`src/hdl/spc_pkg.sv`:
```
// spc_pkg: offsets, field positions and reset values of the per-port control registers 1 and 2
// assumes an 8-bit register port addressed by byte offset
package spc_pkg;
  localparam int unsigned NUM_PORTS = 3;
  // register offsets, one pair per port
  localparam logic [7:0] P1_MIRROR_VLAN_CTRL_OFS = 8'h11;
  localparam logic [7:0] P1_FILTER_FLOW_CTRL_OFS = 8'h12;
  localparam logic [7:0] P2_MIRROR_VLAN_CTRL_OFS = 8'h21;
  localparam logic [7:0] P2_FILTER_FLOW_CTRL_OFS = 8'h22;
  localparam logic [7:0] P3_MIRROR_VLAN_CTRL_OFS = 8'h31;
  localparam logic [7:0] P3_FILTER_FLOW_CTRL_OFS = 8'h32;
  // control 1 fields
  localparam int unsigned C1_SNIFFER_BIT  = 7;
  localparam int unsigned C1_RX_SNIFF_BIT = 6;
  localparam int unsigned C1_TX_SNIFF_BIT = 5;
  localparam int unsigned C1_DBL_TAG_BIT  = 4;
  localparam int unsigned C1_RSVD_BIT     = 3;
  localparam int unsigned C1_MEMBER_LSB   = 0;
  localparam int unsigned C1_MEMBER_W     = 3;
  // control 2 fields
  localparam int unsigned C2_RSVD_BIT      = 7;
  localparam int unsigned C2_IN_FILTER_BIT = 6;
  localparam int unsigned C2_DROP_NPVID_BIT = 5;
  localparam int unsigned C2_FORCE_FC_BIT  = 4;
  localparam int unsigned C2_BACKPRES_BIT  = 3;
  localparam int unsigned C2_TX_EN_BIT     = 2;
  localparam int unsigned C2_RX_EN_BIT     = 1;
  localparam int unsigned C2_LEARN_DIS_BIT = 0;
  // reset values of the bits that do not come from straps
  localparam logic [7:0] C1_FIXED_RESET = 8'h00;
  localparam logic [7:0] C2_FIXED_RESET = 8'h06;
  localparam logic       P3_FORCE_FC_RESET = 1'h0;
  // default tag layout: pcp[15:13], cfi[12], vid[11:0]
  localparam int unsigned TAG_PCP_LSB = 13;
  localparam int unsigned TAG_CFI_BIT = 12;
  localparam int unsigned TAG_VID_W   = 12;
  localparam logic [7:0] UNMAPPED_READ = 8'h00;
endpackage

```
`src/hdl/spc_port_ctrl.sv`:
```
// spc_port_ctrl: per-port control registers 1 and 2 of a three-port switch, plus the
// per-packet decisions they steer (egress mask, mirroring, filtering, tagging, learning).
// assumes a synchronous 8-bit register port, straps stable while rst_in is high,
// and default tags supplied by the neighbouring control-3/4 registers.
//
// Behaviour
// - each port has its own control 1 at 0x11, 0x21, 0x31, same layout.
// - control 1 bit 7 makes the port the mirroring destination; reset 0.
// - control 1 bit 6 mirrors every received, undropped packet to a sniffer in its membership; reset 0.
// - control 1 bit 5 mirrors every transmitted, undropped packet to a sniffer in the ingress membership; reset 0.
// - control 1 bit 4 adds ingress default tag to every packet; else none.
// - bits 2-0 are egress membership; bit 2 port 3, bit 0 port 1.
// - a port forwards only to ports set in its own membership field.
// - own membership bit resets to 1, the other two from straps.
// - control 2 sits at 0x12, 0x22, 0x32; bit 7 reads zero.
// - control 2 bit 6 drops ingress packets whose VLAN members exclude the port.
// - control 2 bit 5 drops packets whose VLAN id differs from default id.
// - control 2 bit 4 forces flow control on; ports 1, 2 reset from straps.
// - with force clear, flow control follows auto-negotiation result.
// - on port 3 the force bit is ignored; global flow bit governs it.
// - control 2 bit 3 enables half-duplex back pressure; reset from strap.
// - control 2 bit 2 gates transmission; reset 1.
// - control 2 bit 1 gates reception; reset 1.
// - control 2 bit 0 stops source address learning; reset 0.
// - default tag carries 3-bit priority, CFI bit and 12-bit VLAN id.
`timescale 1ns/100ps
module spc_port_ctrl #(
  parameter int unsigned PORTS = spc_pkg::NUM_PORTS
) (
  input  wire logic              sys_clk_in,                 // 20 MHz switch clock
  input  wire logic              rst_in,                     // synchronous reset, active high
  input  wire logic [7:0]        reg_addr_in,                // register offset
  input  wire logic [7:0]        reg_wdata_in,               // write data
  input  wire logic              reg_wr_in,                  // write strobe
  input  wire logic              reg_rd_in,                  // read strobe
  output logic      [7:0]        reg_rdata_out,              // read data, one cycle after reg_rd_in
  input  wire logic              strap_p1_member_to_p3_in,   // membership strap
  input  wire logic              strap_p1_member_to_p2_in,   // membership strap
  input  wire logic              strap_p2_member_to_p3_in,   // membership strap
  input  wire logic              strap_p2_member_to_p1_in,   // membership strap
  input  wire logic              strap_p3_member_to_p2_in,   // membership strap
  input  wire logic              strap_p3_member_to_p1_in,   // membership strap
  input  wire logic              strap_port1_forced_flowctl_in, // forced flow strap, port 1
  input  wire logic              strap_port2_forced_flowctl_in, // forced flow strap, port 2
  input  wire logic              strap_backpressure_on_in,   // back pressure strap, all ports
  input  wire logic [PORTS-1:0]  auto_negotiation_fc_in,     // negotiated pause result per port
  input  wire logic              global_p3_flowctl_in,       // global flow control bit for port 3
  input  wire logic [16*PORTS-1:0] port_default_tag_in,      // default tags, port 1 in low bits
  input  wire logic              pkt_valid_in,               // packet lookup request
  input  wire logic [1:0]        pkt_ingress_in,             // ingress port index 0..2
  input  wire logic [PORTS-1:0]  pkt_dest_in,                // lookup destination mask
  input  wire logic [11:0]       pkt_vlan_identifier_in,     // packet VLAN id
  input  wire logic [PORTS-1:0]  pkt_vlan_member_in,         // VLAN table members [18:16]
  output logic                   dec_valid_out,              // decision valid
  output logic [PORTS-1:0]       dec_fwd_mask_out,           // final egress ports
  output logic                   dec_drop_out,               // packet discarded
  output logic                   dec_monitored_out,          // packet marked monitored
  output logic                   dec_add_tag_out,            // add a tag on egress
  output logic [15:0]            dec_tag_out,                // tag to add
  output logic                   dec_learn_out,              // source address may be learned
  output logic [PORTS-1:0]       flowctl_enable_out,         // effective flow control per port
  output logic [PORTS-1:0]       backpressure_out,           // half-duplex back pressure per port
  output logic [PORTS-1:0]       tx_enable_out,              // transmission enable per port
  output logic [PORTS-1:0]       rx_enable_out               // reception enable per port
);

  logic [7:0] ctrl1_reg [PORTS];
  logic [7:0] ctrl2_reg [PORTS];

  // returns the port index of a control-1 or control-2 offset, PORTS when unmapped
  function automatic logic [1:0] port_of(input logic [7:0] addr, input logic second);
    logic [1:0] idx;
    idx = 2'(PORTS);
    case (addr)
      spc_pkg::P1_MIRROR_VLAN_CTRL_OFS: if (!second) idx = 2'h0;
      spc_pkg::P2_MIRROR_VLAN_CTRL_OFS: if (!second) idx = 2'h1;
      spc_pkg::P3_MIRROR_VLAN_CTRL_OFS: if (!second) idx = 2'h2;
      spc_pkg::P1_FILTER_FLOW_CTRL_OFS: if (second) idx = 2'h0;
      spc_pkg::P2_FILTER_FLOW_CTRL_OFS: if (second) idx = 2'h1;
      spc_pkg::P3_FILTER_FLOW_CTRL_OFS: if (second) idx = 2'h2;
      default: idx = 2'(PORTS);
    endcase
    return idx;
  endfunction

  logic [1:0] wr1_idx;
  logic [1:0] wr2_idx;
  logic [1:0] rd1_idx;
  logic [1:0] rd2_idx;
  assign wr1_idx = port_of(reg_addr_in, 1'b0);
  assign wr2_idx = port_of(reg_addr_in, 1'b1);
  assign rd1_idx = wr1_idx;
  assign rd2_idx = wr2_idx;

  // strap sets for the two non-own membership bits of each port
  logic [2:0] member_strap [PORTS];
  assign member_strap[0] = {strap_p1_member_to_p3_in, strap_p1_member_to_p2_in, 1'b1};
  assign member_strap[1] = {strap_p2_member_to_p3_in, 1'b1, strap_p2_member_to_p1_in};
  assign member_strap[2] = {1'b1, strap_p3_member_to_p2_in, strap_p3_member_to_p1_in};

  logic [PORTS-1:0] force_fc_strap;
  assign force_fc_strap = {spc_pkg::P3_FORCE_FC_RESET, strap_port2_forced_flowctl_in,
                           strap_port1_forced_flowctl_in};

  // control 1; straps are sampled on every edge while reset is held, so the last one wins
  always_ff @(posedge sys_clk_in) begin
    for (int p = 0; p < PORTS; p++) begin
      if (rst_in) begin
        ctrl1_reg[p] <= spc_pkg::C1_FIXED_RESET | {5'h00, member_strap[p]};
      end else if (reg_wr_in && wr1_idx == 2'(p)) begin
        ctrl1_reg[p] <= reg_wdata_in;
      end
    end
  end

  // control 2
  always_ff @(posedge sys_clk_in) begin
    for (int p = 0; p < PORTS; p++) begin
      if (rst_in) begin
        ctrl2_reg[p] <= spc_pkg::C2_FIXED_RESET;
        ctrl2_reg[p][spc_pkg::C2_FORCE_FC_BIT] <= force_fc_strap[p];
        ctrl2_reg[p][spc_pkg::C2_BACKPRES_BIT] <= strap_backpressure_on_in;
      end else if (reg_wr_in && wr2_idx == 2'(p)) begin
        ctrl2_reg[p] <= reg_wdata_in;
        ctrl2_reg[p][spc_pkg::C2_RSVD_BIT] <= 1'b0;
      end
    end
  end

  // read path; unmapped offsets answer zero
  always_ff @(posedge sys_clk_in) begin
    if (rst_in) begin
      reg_rdata_out <= spc_pkg::UNMAPPED_READ;
    end else if (reg_rd_in) begin
      if (rd1_idx < 2'(PORTS)) begin
        reg_rdata_out <= ctrl1_reg[rd1_idx];
      end else if (rd2_idx < 2'(PORTS)) begin
        reg_rdata_out <= ctrl2_reg[rd2_idx];
      end else begin
        reg_rdata_out <= spc_pkg::UNMAPPED_READ;
      end
    end
  end

  // per-port level controls
  always_ff @(posedge sys_clk_in) begin
    if (rst_in) begin
      flowctl_enable_out <= '0;
      backpressure_out   <= '0;
      tx_enable_out      <= '0;
      rx_enable_out      <= '0;
    end else begin
      for (int p = 0; p < PORTS; p++) begin
        if (p == PORTS - 1) begin
          flowctl_enable_out[p] <= global_p3_flowctl_in;
        end else begin
          flowctl_enable_out[p] <= ctrl2_reg[p][spc_pkg::C2_FORCE_FC_BIT]
                                   | auto_negotiation_fc_in[p];
        end
        backpressure_out[p] <= ctrl2_reg[p][spc_pkg::C2_BACKPRES_BIT];
        tx_enable_out[p]    <= ctrl2_reg[p][spc_pkg::C2_TX_EN_BIT];
        rx_enable_out[p]    <= ctrl2_reg[p][spc_pkg::C2_RX_EN_BIT];
      end
    end
  end

  // per-packet decision, combinational, registered below
  logic [1:0]       ing;
  logic [7:0]       ing_c1;
  logic [7:0]       ing_c2;
  logic [15:0]      ing_tag;
  logic [PORTS-1:0] member_mask;
  logic [PORTS-1:0] sniffer_mask;
  logic [PORTS-1:0] tx_sniff_mask;
  logic [PORTS-1:0] tx_en_mask;
  logic [PORTS-1:0] base_mask;
  logic             monitored;
  logic             drop;
  logic [PORTS-1:0] fwd_mask;

  // an out-of-range ingress index falls back to port 1 rather than reading past the array
  assign ing     = (pkt_ingress_in < 2'(PORTS)) ? pkt_ingress_in : 2'h0;
  assign ing_c1  = ctrl1_reg[ing];
  assign ing_c2  = ctrl2_reg[ing];
  assign ing_tag = port_default_tag_in[16*ing +: 16];
  assign member_mask = ing_c1[spc_pkg::C1_MEMBER_LSB +: spc_pkg::C1_MEMBER_W];

  always_comb begin
    sniffer_mask  = '0;
    tx_sniff_mask = '0;
    tx_en_mask    = '0;
    for (int p = 0; p < PORTS; p++) begin
      sniffer_mask[p]  = ctrl1_reg[p][spc_pkg::C1_SNIFFER_BIT];
      tx_sniff_mask[p] = ctrl1_reg[p][spc_pkg::C1_TX_SNIFF_BIT];
      tx_en_mask[p]    = ctrl2_reg[p][spc_pkg::C2_TX_EN_BIT];
    end
  end

  always_comb begin
    drop = !ing_c2[spc_pkg::C2_RX_EN_BIT];
    if (ing_c2[spc_pkg::C2_IN_FILTER_BIT] && !pkt_vlan_member_in[ing]) begin
      drop = 1'b1;
    end
    if (ing_c2[spc_pkg::C2_DROP_NPVID_BIT]
        && pkt_vlan_identifier_in != ing_tag[spc_pkg::TAG_VID_W-1:0]) begin
      drop = 1'b1;
    end
    base_mask = pkt_dest_in & tx_en_mask;
    monitored = ing_c1[spc_pkg::C1_RX_SNIFF_BIT]
                | (|(base_mask & member_mask & tx_sniff_mask));
    fwd_mask  = base_mask;
    if (monitored) begin
      fwd_mask = fwd_mask | (sniffer_mask & tx_en_mask);
    end
    // the ingress port never receives its own packet, and excluded ports never see it
    fwd_mask = fwd_mask & member_mask & ~(PORTS'(1) << ing);
    if (drop) begin
      fwd_mask = '0;
    end
  end

  always_ff @(posedge sys_clk_in) begin
    if (rst_in) begin
      dec_valid_out     <= 1'b0;
      dec_fwd_mask_out  <= '0;
      dec_drop_out      <= 1'b0;
      dec_monitored_out <= 1'b0;
      dec_add_tag_out   <= 1'b0;
      dec_tag_out       <= 16'h0000;
      dec_learn_out     <= 1'b0;
    end else begin
      dec_valid_out     <= pkt_valid_in;
      dec_fwd_mask_out  <= pkt_valid_in ? fwd_mask : '0;
      dec_drop_out      <= pkt_valid_in & drop;
      dec_monitored_out <= pkt_valid_in & monitored & !drop;
      dec_add_tag_out   <= pkt_valid_in & ing_c1[spc_pkg::C1_DBL_TAG_BIT];
      dec_tag_out       <= ing_tag;
      dec_learn_out     <= pkt_valid_in & !drop & !ing_c2[spc_pkg::C2_LEARN_DIS_BIT];
    end
  end

endmodule

```
`config.mk`:
```
export PLATFORM = sky130hd
export DESIGN_NAME = spc_port_ctrl
export DESIGN_NICKNAME = d
export VERILOG_FILES = /design/src/hdl/spc_pkg.sv /design/src/hdl/spc_port_ctrl.sv
export SDC_FILE = /design/constraint.sdc
export NUM_CORES = 1
export LEC_CHECK = 0
export BUFFER_PORTS_ARGS = -buffer_cell sky130_fd_sc_hd__buf_2
export CORE_MARGIN = 8
export CORE_UTILIZATION = 51
export DETAILED_ROUTE_END_ITERATION = 12
export PLACE_DENSITY = 0.84
export SETUP_SLACK_MARGIN = 0.4
export SYNTH_ARGS = -nofsm -noshare
export SYNTH_HDL_FRONTEND = slang
export SYNTH_SLANG_ARGS = --single-unit
```
`constraint.sdc`:
```
create_clock -name sys_clk_in -period 2.3 [get_ports sys_clk_in]
set_input_delay 0.115 -clock sys_clk_in [delete_from_list [all_inputs] [get_ports sys_clk_in]]
set_output_delay 0.115 -clock sys_clk_in [all_outputs]
set_load 0.02 [all_outputs]
```
# == Yosys cells after proc, flatten, opt, wreduce, memory -nomap -nowiden ==
# Memory sizes are Yosys's and may differ from the RTL's.
# Cells that the tools add are included.
# classes
magnitude_cmp,4
bitwise_logic,42
eq_ne,11
reduce_logical,16
n_mux,54
n_shift,2
# ops
cell,n
$shiftx A48 B7 Y16,1
$mux W8,5
$mux W1,38
$eq A8 B6 Y1 const B,4
$or A1 B1 Y1,27
$mux W3,7
$and A3 B3 Y3,6
$eq A8 B5 Y1 const B,2
$ne A12 B12 Y1,1
$pmux W2 S3,2
$logic_and A1 B1 Y1,8
$and A1 B1 Y1,6
$lt A2 B2 Y1 const B,3
$reduce_or A3 Y1,2
$eq A2 B1 Y1 const B,2
$eq A2 B2 Y1 const B,2
$logic_not A1 Y1,4
$logic_not A2 Y1,2
$lt A2 B3 Y1 const B,1
$not A3 Y3,1
$or A3 B3 Y3,1
$shl A1 B2 Y3 const A,1
$bmux W1 S2,1
$mux W2,1
$not A1 Y1,1
# totals
n_memories,2
regBits,44
elab_cells,143
inputBits,102
mem_bits_rw,48
out_inout_bits,44
# memory_table
name,words,width,read_ports,rd_clocked_by_memory_dff,write_ports,line,source
ctrl1_reg,3,8,5,0,3,spc_port_ctrl.sv:67,logic [7:0] ctrl1_reg [PORTS];
ctrl2_reg,3,8,5,0,3,spc_port_ctrl.sv:68,logic [7:0] ctrl2_reg [PORTS];

# == Logic depth before layout (Yosys ltp) ==
# Gate-level depths: netlist (run 1).
# depth
word_depth,11
mapped_depth,12
depth_no_buf,9

# == Worst setup path after synthesis (run 1) ==
# OpenSTA, ideal clock, no wires.
# synth_timing
kind,input to register
from,in pkt_ingress_in[0]
to,reg dec_learn_out
setup_ps,100
setup_slack_ps,477
arrival_ps,1723
n_path_buf,2
t_required_ps,2200
stages,11
cell_sequence,inv_1 > ha_1 > buf_6 > buf_6 > mux2i_1 > o2bb2ai_1 > xnor2_1 > nand4_1 > nor3_2 > o21ai_2 > a2111oi_4
# synth_via
elab_chain_len,11
word_cells_on_any_way,17
cone_classes,1 x order compare; 1 x eq/ne; 1 x shift; 5 x mux; 2 x bitwise; 6 x reduce/logical; 1 x memory
# synth_rtl
item,line,source
start: declaration,spc_port_ctrl.sv:50,"input wire logic [1:0] pkt_ingress_in,"
$lt A2 B2 Y1,spc_port_ctrl.sv:182,assign ing = (pkt_ingress_in < 2'(PORTS)) ? pkt_ingress_in : 2'h0;
$mux W2 (*),spc_port_ctrl.sv:182,
"parallel branches: the longest is 8 deep, another holds $shiftx A48 B7 Y16",-,
$and A1 B1 Y1 (*),spc_port_ctrl.sv:238,dec_learn_out <= pkt_valid_in & !drop & !ing_c2[spc_pkg::C2_LEARN_DIS_BIT];
end signal: assignment,spc_port_ctrl.sv:238,
end: declaration,spc_port_ctrl.sv:60,"output logic dec_learn_out,"
# Mark *: on every way between the ends. The select of a mux whose other input is x is not followed.
# A chain may end at the register's enable or synchronous reset.

# == Worst setup path after layout (run 1) ==
# Ends and elaborated chain as after synthesis.

==> out/results.ini, run 1 <==
[global_route]
grt_max_degree=39
antenna_found_initial=0
grt_pass1_vias=3791
gr-total-overflow=0
grt_pass1_wl_mm=19.11
track_usage_pct=20.81

[timing]
fin_skew_ns=0.007687
rsz0062_at_grt=false
setup_tns_ns=0
hold_viol=0
setup_viol_count_final=0
hold_slack_ns=0.02182
tightestPinTransition_ns=0.5665
fmax_mhz=563.2
min_period_over_period_pct=77.19
slew_viol_final=0
period_needed_ns=1.775
relSlewSlack_pct=61.26

[die]
initial_core_util_pct=52.83
row_count=33
io-pin-count=146
dieHeight_um=108.5
core_um2=8258
dieArea_um2=11770
fp.dieW_um=108.5

[clock_network]
h-tree-depth=3
cts_sinks=89
cts_setup_buffers=0
cts_tree=built
clockBufferDepth=2
cts_buffers=9
clock_latency_ns=0.37
cts_root_buf=clkbuf_8
clkTransAtPathRegs_ns=0.10

[critical_path]
crit_path_end_kind=flip-flop
arrival_ns=2.05
cp_max_fo=25
critPathKind=in -> reg
crit_required_ns=2.57
worstSetupStartpointType=primary input

[synth]
ys_seq_area_share_pct=51.16
yosysWarnings=0
synth-simple-area-share_pct=21.65
synthCells=416
yosysUniqueCellTypes=50
synth_compound_area_share_pct=11.90
synth_area_um2=4363
synth_area_per_cell_um2=10.49
synth_enable_flop_cells=45
syn-num-nets=522
synth_xor_area_share_pct=2.610
synth_top_family_by_area=simple AND/OR/NAND/NOR gates
synthMuxAreaShare_pct=7.972
ys_seq_elements=89
synth_adder_area_share_pct=1.147
async_flop_share_pct=0
ys.flop_type=edfxtp_1

[routing]
drc=0
route.vias.total=3764
routedWlPerCell_um=18.35
first_iter_violations=287
drt-met1-wl_mm=4.886
wl_met3_mm=1.334
routed_via_density=5.511
routed_wl_mm=12.54
dr_wl_met2_mm=6.005
ant_nets=0
dr.max_layer_used=met4
firstDrtPassIters=5

[power]
swShare_pct=27.28
p_sw_mw=0.9405
clkPwrFrac_pct=33.0
p_leak_nw=2.365
seqPwrFrac_pct=52.0
peakVddDrop_mv=0.3395
comb_power_share_pct=15.0
powerDensity_nw_per_um2=621.9
cellInternalPower_mw=2.508

[layout]
final_common_cell=buf_2
antenna_cells=0
drive_gt1_share_pct=33.39
final_cell_mix=buf_2 (144), edfxtp_1 (45), dfxtp_1 (44)
area_delta_synth_final_pct=27.07
fill_cells=648
regArea_um2=2232
largest_register_ffs=24
multi_input_area_um2=1983
final_nets=679

[run_status]
status=complete, no violations

[placement]
gp_congestion=0.9243
port_buffers=144
post-dp-hpwl_mm=9.794

[hold_path]
min_path_type=in -> reg

[job]
cap_viol_max_count=0

[cell usage after synthesis (11+ instances only)]
| cell type | count | share of area (%) |
|---|---|---|
| xnor2_1 | 12 | 2.4 |
| edfxtp_1 | 45 | 31 |
| mux2i_1 | 28 | 6.4 |
| nor2_1 | 35 | 3.0 |
| a21oi_1 | 22 | 2.5 |
| nand2_1 | 30 | 2.6 |
| nand3b_1 | 12 | 2.1 |
| nand2b_1 | 11 | 1.6 |
| o21ai_1 | 18 | 2.1 |
| dfxtp_1 | 44 | 20 |
| and2_1 | 26 | 3.7 |
| nor2b_1 | 23 | 3.3 |
[area by class of cell]
type,instances,area share (%)
Clock buffer,9,2.234
Timing Repair Buffer,167,17.20
Sequential cell,89,40.26
Clock inverter,7,1.557
Inverter,9,0.6093
Multi-Input combinational cell,297,35.77
Tap cell,105,2.370
[metal layers]
metal  up-vias  track usage [%]
met5         -                0
met4         0            8.113
met3        26            6.901
met2       211            35.18
met1      1739            23.86
li1       1788                -
[worst max-delay path, cell delays in order]
cell and delay, ns:
buf_2 0.12, inv_1 0.08, ha_2 0.20, buf_12 0.18, mux2i_1 0.09, o21ai_0 0.25, xnor2_1 0.15, nand4_1 0.15
nor3_2 0.24, o21ai_2 0.17, a2111oi_4 0.29
[final timing paths]
check	from	endpoint	slack [ns]	cells past startpoint
hold / removal	strap_p3_member_to_p2_in	ctrl1_reg[2][1]	0.02	2
setup / recovery	pkt_ingress_in[0]	dec_learn_out	0.52	11
setup reg to reg	ctrl1_reg[1][0]	dec_fwd_mask_out[0]	0.68	7
hold reg to reg	ctrl2_reg[1][3]	backpressure_out[1]	0.50	1
[logic make-up (layout without fill, tap and decap cells)]
kind of cell               after synthesis  count (layout)
and+or+nand+nor                        166             166
adders and majority gates                4               4
AOI/OAI and AO/OA                       80              80
buffers and inverters                   30             192
xor gates and xnor gates                13              13
muxes                                   34              34
DFF                                     89              89
[stage by stage]
step	std cells	worst slack (ns)	utilization [%]	power [mW]	cell area [um2]
floorplan	416	0.4772	-	2.107	4363
global placement	659	0.1913	63.38	2.315	5234
detailed placement	659	0.1567	63.38	2.330	5234
CTS	682	0.5321	66.77	3.465	5514
global route	683	0.4033	67.14	3.577	5544
finish	683	0.5245	67.14	3.448	5544
[power by group through the flow]
stage          clock [mW]  combinational (mW)  sequential [mW]
3_3_place_gp            0               0.488             1.83
5_1_grt              1.21               0.561             1.80
6_report             1.14               0.517             1.79
4_1_cts              1.16               0.512             1.79
3_5_place_dp            0               0.500             1.83
2_1_floorplan           0               0.241             1.87
[timing repair]
action                                  CTS  global route
endpoints found under the setup margin    0             3
gates resized for setup                   0             2
hold buffers                              7             0
hold endpoints to repair                  7             0
No activity file was read; power rests on OpenSTA's default activity.
==> inputs of run 2 (changes only) <==
- CORE_UTILIZATION: 51 -> 46
- PLACE_DENSITY: 0.84 -> 0.8
- clock period: 2.3 -> 1.4 ns (I/O delays scaled with it)
==> out/results.ini, run 2 (same netlist as run 1, synthesis figures left out) <==
[power]
powerDensity_nw_per_um2=849.4  ; was 621.9 nW/um2
p_sw_mw=1.611  ; was 0.9405 mW
power.total_mw=5.875  ; was 3.448 mW
seqPwrFrac_pct=50.2  ; was 52.0%
cellInternalPower_mw=4.265  ; was 2.508 mW
comb_power_share_pct=19.4  ; was 15.0%
peakVddDrop_mv=0.5850  ; was 0.3395 mV
clkPwrFrac_pct=30.4  ; was 33.0%
swShare_pct=27.41  ; was 27.28%
p_leak_nw=2.964  ; was 2.365 nW

[routing]
drc=0  ; unchanged
ant_nets=0  ; unchanged
first_iter_violations=411  ; was 287
routedWlPerCell_um=20.21  ; was 18.35 um
route.vias.total=4122  ; was 3764
routed_wl_mm=15.64  ; was 12.54 mm
routed_via_density=5.326  ; was 5.511
firstDrtPassIters=4  ; was 5

[layout]
largest_register_ffs=24  ; unchanged
area_delta_synth_final_pct=58.53  ; was 27.07%
fin_cells=774  ; was 683
multi_input_area_um2=2482  ; was 1983 um2
final_cell_mix=buf_2 (131), edfxtp_1 (45), dfxtp_1 (42)  ; was buf_2 (144), edfxtp_1 (45), dfxtp_1 (44)
antenna_cells=0  ; unchanged
final_common_cell=buf_2  ; unchanged
regArea_um2=2235  ; was 2232 um2
fill_cells=598  ; was 648
drive_gt1_share_pct=53.49  ; was 33.39%
final_nets=746  ; was 679

[critical_path]
arrival_ns=1.89  ; was 2.05 ns
crit_path_end_kind=flip-flop  ; unchanged
worstSetupStartpointType=primary input  ; unchanged
crit_required_ns=1.67  ; was 2.57 ns
reg2regPathDepth=7  ; unchanged
cp_max_fo=11  ; was 25
critPathKind=in -> reg  ; unchanged

[global_route]
grt_pass1_wl_mm=22.61  ; was 19.11 mm
grt_max_degree=55  ; was 39
track_usage_pct=22.53  ; was 20.81%
grt_pass1_vias=4192  ; was 3791
gr-total-overflow=0  ; unchanged
antenna_found_initial=0  ; unchanged

[timing]
tightestPinTransition_ns=0.4033  ; was 0.5665 ns
setup_viol_count_final=6  ; was 0
relSlewSlack_pct=72.41  ; was 61.26%
min_period_over_period_pct=115.7
hold_slack_ns=-0.002691  ; was 0.02182 ns
fin_skew_ns=0.01012  ; was 0.007687 ns
rsz0062_at_grt=true  ; was false
fmax_mhz=617.5
period_needed_ns=1.619
hold_viol=1  ; was 0
slew_viol_final=0  ; unchanged
setup_slack_ns=-0.2193  ; was 0.5245 ns
setup_tns_ns=-1.137  ; was 0 ns

[placement]
dp_slack_ns=-0.6646  ; was 0.1567 ns
dp.cells=716  ; was 659
port_buffers=144  ; unchanged
gp_congestion=0.8876  ; was 0.9243
post-dp-hpwl_mm=10.49  ; was 9.794 mm

[clock_network]
cts_tree=built  ; unchanged
clkTransAtPathRegs_ns=0.09  ; was 0.10 ns
cts_buffers=9  ; unchanged
cts_sinks=89  ; unchanged
clockBufferDepth=2  ; unchanged
h-tree-depth=3  ; unchanged
cts_root_buf=clkbuf_8  ; unchanged
clock_latency_ns=0.37  ; about the same

[run_status]
status=finished with violations  ; was complete, no violations
failed_checks=negative hold slack, negative setup slack

[die]
dieHeight_um=113.4  ; was 108.5 um
fp.dieW_um=113.4  ; was 108.5 um
dieArea_um2=12860  ; was 11770 um2
row_count=35  ; was 33
initial_core_util_pct=47.22  ; was 52.83%
core_um2=9240  ; was 8258 um2
io-pin-count=146  ; unchanged

[hold_path]
whs_path_depth=3  ; was 2
min_path_type=in -> reg  ; unchanged

[job]
cap_viol_max_count=0  ; unchanged

run 2: power by group through the flow:
stage | sequential, mW | combinational, mW | clock [mW]
after detailed placement | 3.00 | 0.966 | 0
final | 2.95 | 1.14 | 1.78
after global routing | 2.96 | 1.22 | 1.92
after floorplan | 3.07 | 0.463 | 0
after global placement | 3.00 | 0.949 | 0
after CTS | 2.94 | 1.08 | 1.80
run 2: worst paths after layout:
path	from	to	slack (ns)
setup / recovery	pkt_ingress_in[0]	dec_drop_out	-0.22
hold / removal	strap_port2_forced_flowctl_in	ctrl2_reg[1][4]	-0.003
setup reg to reg	ctrl1_reg[1][0]	dec_fwd_mask_out[1]	-0.14
hold reg to reg	reg_rdata_out[2]	reg_rdata_out[2]	0.51
run 2: repair_timing:
| item | 4_1_cts | 5_1_grt |
|---|---|---|
| pin swaps | 34 | 26 |
| resized for setup | 76 | 69 |
| endpoints found under the setup margin | 99 | 94 |
| buffers inserted | 14 | 16 |
| hold endpoints to repair | 12 | 0 |
| hold buffers | 11 | 0 |
| gates cloned | 1 | 0 |
run 2: critical path, cell delays in order:
cell and delay [ns]:
buf_12 0.12, inv_12 0.05, ha_4 0.15, buf_12 0.15, mux2i_2 0.23, o21ai_1 0.11, xnor2_1 0.18, nand4_1 0.16
nor3_4 0.27, o21ai_4 0.13, buf_6 0.14, and2_4 0.12
run 2: layer usage:
layer | up-vias | track usage, % | wire, um
met1 | 1942 | 26.11 | 6227
met3 | 37 | 5.705 | 1113
li1 | 1928 | - | -
met4 | 0 | 8.082 | 462
met2 | 215 | 39.40 | 7840
met5 | - | 0 | 0
run 2: cell type report:
type | count | share of cell area, %
clock buffers | 10 | 1.845
clock inverters | 6 | 0.9768
inverters | 9 | 0.8502
multi-input cells | 297 | 35.89
flip-flops and latches | 89 | 32.31
well taps | 129 | 2.334
repair buffers | 234 | 25.80
run 2: per-stage QoR:
| stage | instance area, um2 | utilization (%) |
|---|---|---|
| finish | 6917 | 74.85 |
| floorplan | 4700 | - |
| detailed placement | 5823 | 63.02 |
| global route | 6917 | 74.85 |
| CTS | 6559 | 70.98 |
| global placement | 5823 | 63.02 |
==> inputs of run 3 (changes only) <==
- PLACE_DENSITY: 0.8 -> 0.85
==> out/results.ini, run 3 (same netlist as run 1, synthesis figures left out) <==
[critical_path]
worstSetupStartpointType=primary input  ; unchanged
crit_path_end_kind=flip-flop  ; unchanged
cp_num_buf_inv=4  ; unchanged
path_cells=buf_6, inv_12, ha_4, buf_4, buf_4, mux2i_1, a211o_1, nand2_1, a21oi_1, or3_1, nor3_1  ; was buf_12, inv_12, ha_4, buf_12, mux2i_2, o21ai_1, xnor2_1, nand4_1, nor3_4, o21ai_4, buf_6, and2_4
arrival_ns=1.82  ; was 1.89 ns
worst-r2r-setup-slack_ns=-0.12  ; was -0.14 ns
critPathKind=in -> reg  ; unchanged
crit_slowest_cell=or3_1  ; was nor3_4
crit_top_cell=buf_4  ; was buf_12
critPathTopFamily=simple AND/OR/NAND/NOR gates  ; unchanged
cp_max_fo=7  ; was 11
critPathMaxStageDelay_ns=0.34  ; was 0.27 ns
crit_required_ns=1.68  ; was 1.67 ns

[timing]
fin_skew_ns=0.01253  ; was 0.01012 ns
relSlewSlack_pct=73.33  ; was 72.41%
hold_slack_ns=-0.0003234  ; was -0.002691 ns
fmax_mhz=648.4  ; was 617.5 MHz
setup_slack_ns=-0.1424  ; was -0.2193 ns
hold_viol=1  ; unchanged
setup_tns_ns=-0.5222  ; was -1.137 ns
setup_viol_count_final=6  ; unchanged
min_period_over_period_pct=110.2  ; was 115.7%
slew_viol_final=0  ; unchanged
period_needed_ns=1.542  ; was 1.619 ns
rsz0062_at_grt=true  ; unchanged
tightestPinTransition_ns=0.4001  ; was 0.4033 ns

[routing]
firstDrtPassIters=5  ; was 4
route.vias.total=4285  ; was 4122
routed_via_density=5.487  ; was 5.326
ant_nets=0  ; unchanged
first_iter_violations=348  ; was 411
drc=0  ; unchanged
routedWlPerCell_um=21.02  ; was 20.21 um
routed_wl_mm=16.42  ; was 15.64 mm

[placement]
place_area_um2=5778  ; was 5823 um2
dp.cells=715  ; was 716
dp_slack_ns=-0.7070  ; was -0.6646 ns
port_buffers=144  ; unchanged
gp_congestion=0.8948  ; was 0.8876
post-dp-hpwl_mm=10.53  ; was 10.49 mm

[run_status]
status=finished with violations  ; unchanged
failed_checks=negative hold slack, negative setup slack  ; unchanged

[layout]
final_util_pct=74.91  ; was 74.85%
largest_register_ffs=24  ; unchanged
finalInstanceArea_um2=6922  ; was 6917 um2
final_nets=752  ; was 746
final_cell_mix=buf_2 (134), buf_4 (48), edfxtp_1 (45)  ; was buf_2 (131), edfxtp_1 (45), dfxtp_1 (42)
area_delta_synth_final_pct=58.65  ; was 58.53%
drive_gt1_share_pct=53.76  ; was 53.49%
final_common_cell=buf_2  ; unchanged
fin_cells=781  ; was 774

[global_route]
grt_pass1_vias=4403  ; was 4192
grt_pass1_wl_mm=23.45  ; was 22.61 mm
gr-total-overflow=0  ; unchanged
grt_max_degree=55  ; unchanged
antenna_found_initial=1  ; was 0
track_usage_pct=23.39  ; was 22.53%

[die]
core_um2=9240  ; unchanged
initial_core_util_pct=47.22  ; unchanged
dieHeight_um=113.4  ; unchanged
fp.dieW_um=113.4  ; unchanged
io-pin-count=146  ; unchanged
row_count=35  ; unchanged
dieArea_um2=12860  ; unchanged

[clock_network]
cts_sinks=89  ; unchanged
clockBufferDepth=2  ; unchanged
cts_root_buf=clkbuf_8  ; unchanged
cts_buffers=9  ; unchanged
clkTransAtPathRegs_ns=0.10  ; was 0.09 ns
clock_latency_ns=0.36  ; was 0.37 ns
cts_tree=built  ; unchanged
h-tree-depth=3  ; unchanged

[power]
powerDensity_nw_per_um2=861.0  ; was 849.4 nW/um2
peakVddDrop_mv=0.5762  ; was 0.5850 mV
p_leak_nw=2.965  ; was 2.964 nW
power.total_mw=5.960  ; was 5.875 mW

[hold_path]
min_path_type=in -> reg  ; unchanged

[job]
cap_viol_max_count=0  ; unchanged

[run 3: cell types whose count changed in the layout (fill, tap and decap cells not counted), sizes merged]
cell and change:
diode +1, bufbuf -1, dlygate4sd3 -1, buf +8
inv +2, clkinv -1, clkinvlp -1
[run 3: per-layer routing]
layer | global-route usage (%) | vias to the layer above | part of all wire, %
met5 | 0 | - | 0.049
met4 | 7.105 | 2 | 2.4
met3 | 6.128 | 37 | 7.6
met2 | 42.82 | 251 | 52
met1 | 25.90 | 2053 | 37
li1 | - | 1942 | -
[run 3: cell type report]
type / count / area (um2)
fillers: 573 / 2318
flip-flops and latches: 89 / 2236
diodes: 1 / 2.502
repair buffers: 240 / 1759
clock inverters: 6 / 75.07
inverters: 9 / 58.81
multi-input cells: 297 / 2501
clock buffers: 10 / 127.6
well taps: 129 / 161.4
[run 3: final timing paths]
path / from / end / cells after the start
worst max-delay path: pkt_ingress_in[1] / dec_fwd_mask_out[2] / 11
worst min-delay path: strap_p2_member_to_p1_in / ctrl1_reg[1][0] / 2
worst max register to register: ctrl1_reg[1][0] / dec_fwd_mask_out[0] / 7
worst min register to register: reg_rdata_out[2] / reg_rdata_out[2] / 2
[run 3: timing repair]
item | CTS | global route
pin swaps | 36 | 36
setup endpoints to repair | 103 | 99
endpoints found under the hold margin | 10 | 1
cloned | 1 | 0
hold buffers | 9 | 1
setup buffers | 23 | 15
resized for setup | 88 | 57
[run 3: power by group]
part	switching, mW	internal (mW)	total, mW
logic	0.601	0.552	1.15
registers	0.0738	2.88	2.95
clock network	1.00	0.855	1.86
